File: src/hw/ebls_pkg.sv
package ebls_pkg;
    // access sizes from the load/store unit
    typedef enum logic [1:0] {EBLS_SIZE_BYTE, EBLS_SIZE_HALF, EBLS_SIZE_WORD} ebls_size_type;
    localparam int          LANES      = 4;
    localparam int          LANE_W     = 8;
    localparam int          DATA_W     = 32;
    localparam logic        ORDER_LE   = 1'h1;   // byte_order_select value for little-endian
    localparam logic [1:0]  OFS_0      = 2'h0;
    localparam logic [1:0]  OFS_2      = 2'h2;
    localparam logic [3:0]  BE_NONE    = 4'h0;
    localparam logic [3:0]  BE_BYTE    = 4'h1;
    localparam logic [3:0]  BE_HALF    = 4'h3;
    localparam logic [3:0]  BE_WORD    = 4'hf;
    localparam logic [31:0] DATA_RESET = 32'h0000_0000;
endpackage : ebls_pkg

File: src/hw/ebls_steer.sv
// Behaviour
// - bus side always little-endian lane order
// - big-endian: base address selects most significant byte
// - big-endian: higher address, lower significance
// - little-endian: base address selects least significant byte
// - little-endian: higher address, higher significance
// - conversion only reverses bytes: four in a word, two in a half
// - select bit one means little-endian
// - little-endian aligned word passes unchanged
// - little half at offset zero: lanes one, zero
// - little half at offset two: lanes three, two
// - little byte offset zero on lane zero
// - little byte offset one on lane one
// - little bytes offsets two, three on lanes two, three
// - host word reads back unchanged
// - host word base byte: 04 big, 07 little
// - byte at offset n rides lane n
// - byte three on 31:24 down to byte 0 on 7:0
`timescale 1ns/1ps
module ebls_steer (
    input  wire logic                  clk,
    input  wire logic                  rst_n,
    input  wire logic                  byte_order_select,
    input  wire logic                  req_valid,
    input  wire logic                  req_write,
    input  wire ebls_pkg::ebls_size_type req_size,
    input  wire logic [1:0]            req_offset,
    input  wire logic [31:0]           req_store_data,
    output logic                       bus_valid,
    output logic                       bus_write,
    output logic [3:0]                 bus_byte_en,
    output logic [31:0]                bus_wdata,
    input  wire logic                  bus_rvalid,
    input  wire logic [31:0]           bus_rdata,
    output logic                       load_valid,
    output logic [31:0]                load_data
);
    logic [31:0] swap_st;
    logic [31:0] swap_ld;
    logic [31:0] lane_wdata;
    logic [3:0]  lane_en;
    logic [31:0] lane_word;
    logic [31:0] load_next;
    logic [1:0]  rd_ofs_reg;
    ebls_pkg::ebls_size_type rd_size_reg;

    // reversal of bytes is the only conversion
    function automatic logic [31:0] byte_rev(input logic [31:0] w);
        byte_rev = {w[7:0], w[15:8], w[23:16], w[31:24]};
    endfunction : byte_rev

    // lanes stay little-endian; big mode swaps whole word
    assign swap_st = (byte_order_select == ebls_pkg::ORDER_LE) ? req_store_data : byte_rev(req_store_data);

    // store steering: low bits of register moved to addressed lanes
    always_comb
    begin
        lane_wdata = req_store_data;
        lane_en    = ebls_pkg::BE_NONE;
        case (req_size)
            ebls_pkg::EBLS_SIZE_WORD:
            begin
                lane_wdata = swap_st;
                lane_en    = ebls_pkg::BE_WORD;
            end
            ebls_pkg::EBLS_SIZE_HALF:
            begin
                // half-word lands on lanes 1:0 or 3:2
                if (byte_order_select == ebls_pkg::ORDER_LE)
                    lane_wdata = {2{req_store_data[15:0]}};
                else
                    lane_wdata = {2{req_store_data[7:0], req_store_data[15:8]}};
                lane_en = (req_offset[1] ? ebls_pkg::BE_HALF << ebls_pkg::OFS_2 : ebls_pkg::BE_HALF);
            end
            ebls_pkg::EBLS_SIZE_BYTE:
            begin
                lane_wdata = {4{req_store_data[7:0]}};
                lane_en    = ebls_pkg::BE_BYTE << req_offset;
            end
            default:
            begin
                lane_en = ebls_pkg::BE_NONE;
            end
        endcase
    end

    // lane k of the bus is bits 8k+7:8k
    assign bus_valid   = req_valid;
    assign bus_write   = req_write;
    assign bus_byte_en = lane_en;
    assign bus_wdata   = lane_wdata;

    // remember shape of the pending load; one outstanding load assumed
    always_ff @(posedge clk)
    begin
        if (!rst_n)
        begin
            rd_ofs_reg  <= ebls_pkg::OFS_0;
            rd_size_reg <= ebls_pkg::EBLS_SIZE_WORD;
        end
        else if (req_valid && !req_write)
        begin
            rd_ofs_reg  <= req_offset;
            rd_size_reg <= req_size;
        end
    end

    // load side undoes the same swap
    assign swap_ld   = (byte_order_select == ebls_pkg::ORDER_LE) ? bus_rdata : byte_rev(bus_rdata);
    assign lane_word = bus_rdata >> {rd_ofs_reg, 3'h0};

    // right-align sub-word loads; upper bits left as lane junk
    always_comb
    begin
        load_next = lane_word;
        case (rd_size_reg)
            ebls_pkg::EBLS_SIZE_WORD:
                load_next = swap_ld;
            ebls_pkg::EBLS_SIZE_HALF:
            begin
                // big mode: lower address byte is the more significant
                if (byte_order_select == ebls_pkg::ORDER_LE)
                    load_next = lane_word;
                else
                    load_next = {lane_word[31:16], lane_word[7:0], lane_word[15:8]};
            end
            ebls_pkg::EBLS_SIZE_BYTE:
                // base byte of host word is lane 0 in both modes
                load_next = lane_word;
            default:
                load_next = lane_word;
        endcase
    end

    // load data registered; valid follows the bus answer by one cycle
    always_ff @(posedge clk)
    begin
        if (!rst_n)
        begin
            load_valid <= 1'b0;
            load_data  <= ebls_pkg::DATA_RESET;
        end
        else
        begin
            load_valid <= bus_rvalid;
            if (bus_rvalid)
                load_data <= load_next;
        end
    end
endmodule : ebls_steer

File: config.mk
export PLATFORM = sky130hd
export DESIGN_NAME = ebls_steer
export DESIGN_NICKNAME = d
export VERILOG_FILES = /design/src/hw/ebls_pkg.sv /design/src/hw/ebls_steer.sv
export SDC_FILE = /design/constraint.sdc
export NUM_CORES = 1
export LEC_CHECK = 0
export BUFFER_PORTS_ARGS = -buffer_cell sky130_fd_sc_hd__buf_2
export CORE_MARGIN = 10
export CORE_UTILIZATION = 54
export CTS_BUF_LIST = sky130_fd_sc_hd__clkbuf_4
export DETAILED_ROUTE_END_ITERATION = 8
export GPL_TIMING_DRIVEN = 0
export MAX_ROUTING_LAYER = met4
export PLACE_DENSITY = 0.95
export REMOVE_ABC_BUFFERS = 1
export SETUP_SLACK_MARGIN = 0.1
export SLEW_MARGIN = 5
export SYNTH_ARGS = -nofsm -noshare
export SYNTH_HDL_FRONTEND = slang
export SYNTH_SLANG_ARGS = --single-unit
export TNS_END_PERCENT = 50
File: constraint.sdc
create_clock -name clk -period 4.95 [get_ports clk]
set_input_delay 0.2475 -clock clk [delete_from_list [all_inputs] [get_ports clk]]
set_output_delay 0.2475 -clock clk [all_outputs]
set_load 0.02 [all_outputs]
==> reports/results.ini, run 1 <==
[place]
place_hpwl_um = 9130
dp_slack_ns = 2.26
placed_area_sq_mm = 0.00404
io_buffers = 144
place_congestion = 1.02

[detailed_routing]
routed_wirelength_um = 12300
ant_nets = 0
wl_per_cell_um = 20.3
drc = 0
vias = 3958
viasPerCell = 6.53
first_iter_violations = 252
firstDrtPassIters = 5

[worst_setup_path]
worst_ep_arrival_time_ns = 2.54
cp_max_fo = 49
critical_path_required_ns = 4.70
cp-start-kind = primary input
critPathCaptureType = primary output
crit_type = primary input to primary output

[timing]
slew_viol_final = 0
setup_tns_ns = 0
finalSetupViolations = 0
setup_slack_ns = 2.16
maxSlewHeadroom_pct = 17.8
finalClockSkew_ns = 0.00773
max_freq_mhz = 359
rsz0062_at_grt = no
worstMarginPinSlew_ns = 1.23
final_hold_viol_count = 0
fin_crit_sh_pct = 56.3
fin_crit_ns = 2.79

[clock_tree]
cts_max_level = 2
cts-root-buf = clkbuf_4
cts-resized-gates = 0
clock_path_buffers = 2
clk_pin_slew_worst_paths_ns = 0.11
post_cts_buffers = 0
numClockSinks = 37
clk_latency_ns = 0.35
tritoncts = yes
numCtsBuffers = 5
postCtsHoldBufs = 0

[die]
num_io_pins = 145
die_h_um = 101
initial_utilization_pct = 55.6
die_area_sq_mm = 0.0102
dieWidth_um = 101
rows = 29
fp.coreArea_sq_mm = 0.00635

[synthesis]
yosysWarnings = 0
async_reset_ff_share_pct = 0
syn-instance-count = 422
yosysMostFrequentCell = mux2i_1
synthAdderAreaFrac_pct = 0.708
yosysTopAreaCellShare_pct = 21.0
ys_seq_area_share_pct = 21.0
ys_types = 41
synthTopCellsByCount = 65 x mux2i_1, 41 x nor2_1, 37 x dfxtp_1, 37 x o21ai_0, 32 x o22ai_1
synth_area_sq_mm = 0.00353
syn_area_per_cell_sq_um = 8.37
synthMuxAreaShare_pct = 21.7
ys.flop_type = dfxtp_1
synth_xor_xnor_area_share_pct = 0
yosys.area_share.simple_pct = 13.1
synth_compound_area_share_pct = 34.2
synth_top_area_cell = dfxtp_1
synth-edff-count = 0
ys_top_cells_by_area = dfxtp_1 21%, mux2i_1 18%, o22ai_1 5.7%
yosys_register_bits = 37
synth_top_family_by_area = compound AO/OA/AOI/OAI gates

[cells_and_area]
largest_reg_flops = 32
diodes = 0
nNetsFinal = 604
fin_area_sq_mm = 0.00409
drive_above_1_share_pct = 36.7
syn2layout_area_growth_pct = 15.8
postLayoutCoreUtil_pct = 64.4

[hold_path]
hold_path_class = primary input to flip-flop

[global_route]
grt_pass1_vias = 3805
track_usage_pct = 22.7
antenna_found_initial = 0
grt_start_max_net_pins = 66
grt_first_pass_wirelength_um = 19000
grt_overflow_total = 0

[power]
power_uw = 935
cellPowerDensity_mw_per_mm2 = 229
ir_worst_vdd_mv = 0.242
p_leak_nw = 1.82

[job]
cap_viol_max_count = 0

[outcome]
status = completed

==> layer usage <==
layer,GRT usage [%],vias up,routed length (um)
met3,5.62,19,1430
met4,6.54,0,198
li1,-,1829,-
met1,26.6,1817,4890
met2,37.6,293,5800
met5,-,-,0
==> layout make-up <==
| type | count | area, sq um |
|---|---|---|
| well taps | 77 | 96.3 |
| flip-flops and latches | 37 | 742 |
| clock inverters | 3 | 12.5 |
| repair buffers | 144 | 721 |
| clock buffers | 5 | 37.5 |
| multi-input cells | 335 | 2460 |
| inverters | 5 | 18.8 |
| fillers | 527 | 2260 |
==> metrics by stage <==
step	std cells	hold slack, ns
floorplan	377	0.336
global placement	598	0.458
detailed placement	598	0.465
CTS	606	0.228
global route	606	0.238
finish	606	0.231
==> cell families after synthesis <==
family,count (synthesis)
buf+inv,50
flops,37
simple gates,92
compound gates,166
mux,75
fa+ha+maj,2
==> where the power goes <==
part           internal [mW]  switching, mW
Combinational          0.160          0.277
Sequential             0.322         0.0196
Clock                 0.0515          0.105
Total                  0.534          0.401
==> cell usage in the layout (no fill, tap or decap), types with 12 or more instances in the layout <==
master    count
a221oi_1     12
buf_2       144
o22ai_1      32
o21ai_0      37
a221oi_2     12
mux2i_1      65
o21ai_1      13
nor2_1       41
dfxtp_1      36
nor2_2       12
a21oi_1      21
==> worst paths after layout <==
path / from / endpoint / slack [ns] / depth (start not counted)
max: byte_order_select / bus_wdata[10] / 2.16 / 6
min: req_offset[0] / rd_ofs_reg[0] / 0.23 / 3
max reg2reg: rd_size_reg[0] / load_data[29] / 2.48 / 6
min reg2reg: load_data[21] / load_data[21] / 0.49 / 1
==> critical path: stages <==
cell	delay [ns]
buf_2	0.90
inv_2	0.42
nand3_1	0.43
o22ai_1	0.13
nor2_1	0.18
buf_2	0.20
Power figures use the tool's default switching activity.
==> run 2: changes to the inputs <==
CORE_UTILIZATION = 46   (was 54)
PLACE_DENSITY = 0.89   (was 0.95)
clock period = 2.25 ns   (was 4.95 ns; I/O delays follow)
==> run 2 against run 1 <==
Compared with the run above:
- combinational power up 120%
- final area up 1.6%
- register-to-register slack worse by 2.3 ns
- critical endpoint is now bus_wdata[29]
==> reports/results.ini, run 2 (same netlist as run 1, synthesis figures left out) <==
[cells_and_area]
diodes = 0  ; unchanged
largest_reg_flops = 32  ; unchanged
most-common-layout-cells = 142 x buf_2, 65 x mux2i_1, 41 x nor2_1, 37 x o21ai_0, 35 x dfxtp_1  ; was 144 x buf_2, 65 x mux2i_1, 41 x nor2_1, 37 x o21ai_0, 36 x dfxtp_1
syn2layout_area_growth_pct = 17.6  ; was 15.8%
nNetsFinal = 605  ; was 604
layout_commonest_cell = buf_2  ; unchanged
drive_above_1_share_pct = 37.2  ; was 36.7%
finalNonFillerCells = 628  ; was 606

[worst_setup_path]
critical_path_required_ns = 2.14  ; was 4.70 ns
cp_max_fo = 52  ; was 49
critPathCaptureType = primary output  ; unchanged
crit_start = req_size[1]  ; was byte_order_select
cp-start-kind = primary input  ; unchanged
r2r_start = rd_ofs_reg[0]  ; was rd_size_reg[0]
worst_ep_arrival_time_ns = 1.99  ; was 2.54 ns
worstRegToRegCells = 4  ; was 6
reg2reg_slack_ns = 0.17  ; was 2.48 ns
endpoint = bus_wdata[29]  ; was bus_wdata[10]
crit_type = primary input to primary output  ; unchanged
reg2reg_to = load_data[7]  ; was load_data[29]

[global_route]
grt_start_max_net_pins = 66  ; unchanged
grt_pass1_vias = 3936  ; was 3,805
track_usage_pct = 19.9  ; was 22.7%
grt_overflow_total = 0  ; unchanged
grt_first_pass_wirelength_um = 19000  ; about the same
antenna_found_initial = 0  ; unchanged

[clock_tree]
numClockSinks = 37  ; unchanged
postCtsHoldBufs = 0  ; unchanged
clk_pin_slew_worst_paths_ns = 0.12  ; was 0.11 ns
clk_latency_ns = 0.34  ; was 0.35 ns
cts_max_level = 2  ; unchanged
numCtsBuffers = 5  ; unchanged
tritoncts = yes  ; unchanged
clock_path_buffers = 2  ; unchanged
cts-root-buf = clkbuf_4  ; unchanged

[die]
die_area_sq_mm = 0.0116  ; was 0.0102 sq mm
die_h_um = 108  ; was 101 um
fp.coreArea_sq_mm = 0.00737  ; was 0.00635 sq mm
num_io_pins = 145  ; unchanged
rows = 31  ; was 29
initial_utilization_pct = 47.9  ; was 55.6%
dieWidth_um = 108  ; was 101 um

[timing]
holdWs_ns = 0.0749  ; was 0.231 ns
rsz0062_at_grt = yes  ; was no
fin_crit_sh_pct = 93.3
max_freq_mhz = 476
maxSlewHeadroom_pct = 35.1  ; was 17.8%
slew_viol_final = 0  ; unchanged
finalSetupViolations = 0  ; unchanged
final_hold_viol_count = 0  ; unchanged
fin_crit_ns = 2.10
worstMarginPinSlew_ns = 0.973  ; was 1.23 ns
finalClockSkew_ns = 0.0128  ; was 0.00773 ns

[power]
ir_worst_vdd_mv = 0.404  ; was 0.242 mV
p_leak_nw = 1.83  ; was 1.82 nW
cellPowerDensity_mw_per_mm2 = 495  ; was 229 mW/mm^2

[job]
cap_viol_max_count = 0  ; unchanged

[detailed_routing]
firstDrtPassIters = 5  ; unchanged
first_iter_violations = 205  ; was 252
routed_wirelength_um = 12200  ; was 12,300 um
wl_per_cell_um = 19.5  ; was 20.3 um
ant_nets = 0  ; unchanged
vias = 3944  ; was 3,958
drc = 0  ; unchanged
viasPerCell = 6.28  ; was 6.53

[place]
placed_cells = 620  ; was 598
place_hpwl_um = 8980  ; was 9130 um
io_buffers = 144  ; unchanged
place_congestion = 0.924  ; was 1.02

[hold_path]
hold_path_class = primary input to flip-flop  ; unchanged

[outcome]
status = completed  ; unchanged

==> run 2: cell count changes in the layout (fill, tap and decap cells not counted) <==
cell	delta
buf_2	-2
clkbuf_4	+2
buf_12	+1
buf_4	+1
clkinv_1	-1
clkinv_2	-1
dfxtp_1	-1
dfxtp_2	+1
nand2b_1	-1
nand2b_4	+1
nor2_2	-1
nor2_4	+1
==> run 2: final cells by class <==
type | instances | area [sq um]
fillers | 685 | 3210
flip-flops and latches | 37 | 743
clock buffers | 6 | 45.0
multi-input cells | 335 | 2470
inverters | 5 | 18.8
repair buffers | 145 | 746
clock inverters | 1 | 3.75
well taps | 99 | 124
==> run 2: routing by layer <==
layer	vias to the layer above	part of all wire, %	track usage (%)
met5	-	0	-
met4	0	1.4	6.77
met3	21	11	4.31
met2	253	48	33.0
met1	1846	39	23.3
li1	1824	-	-
==> run 2: worst min path at each step <==
stage	startpoint	endpoint	slack (ns)	cells past startpoint
6_report	req_offset[0]	rd_ofs_reg[0]	0.07	3
5_1_grt	req_offset[0]	rd_ofs_reg[0]	0.11	3
4_1_cts	req_offset[0]	rd_ofs_reg[0]	0.08	3
3_5_place_dp	req_offset[0]	rd_ofs_reg[0]	0.44	3
3_3_place_gp	req_offset[0]	rd_ofs_reg[0]	0.43	3
2_1_floorplan	rst_n	rd_size_reg[1]	0.20	1
==> run 2: power by group <==
group | total (mW) | switching [mW] | internal, mW
Sequential | 0.754 | 0.0440 | 0.710
Clock | 0.339 | 0.213 | 0.126
Combinational | 0.966 | 0.610 | 0.356
Total | 2.06 | 0.867 | 1.19
==> run 2: worst max-delay path: stages <==
cell and delay (ns):
buf_2 0.72, o21ai_2 0.34, nand2_1 0.40, nor2_1 0.07, nor2_1 0.13, buf_2 0.19
==> run 2: timing repair <==
item / CTS / global route
setup buffers: 0 / 1
endpoints found under the setup margin: 57 / 32
pin swaps: 0 / 1
resized for setup: 3 / 3
==> run 2: stage by stage <==
stage / area (sq um) / TNS, ns / setup WS (ns) / utilization, % / power (mW)
after CTS: 4120 / 0 / 0.0948 / 55.9 / 2.06
after global placement: 4070 / -6.40 / -0.324 / 55.2 / 1.69
after global routing: 4160 / 0 / 0.0721 / 56.4 / 2.17
after floorplan: 3220 / 0 / 0.124 / - / 1.32
after detailed placement: 4070 / -2.86 / -0.187 / 55.2 / 1.72
final: 4160 / 0 / 0.150 / 56.4 / 2.06
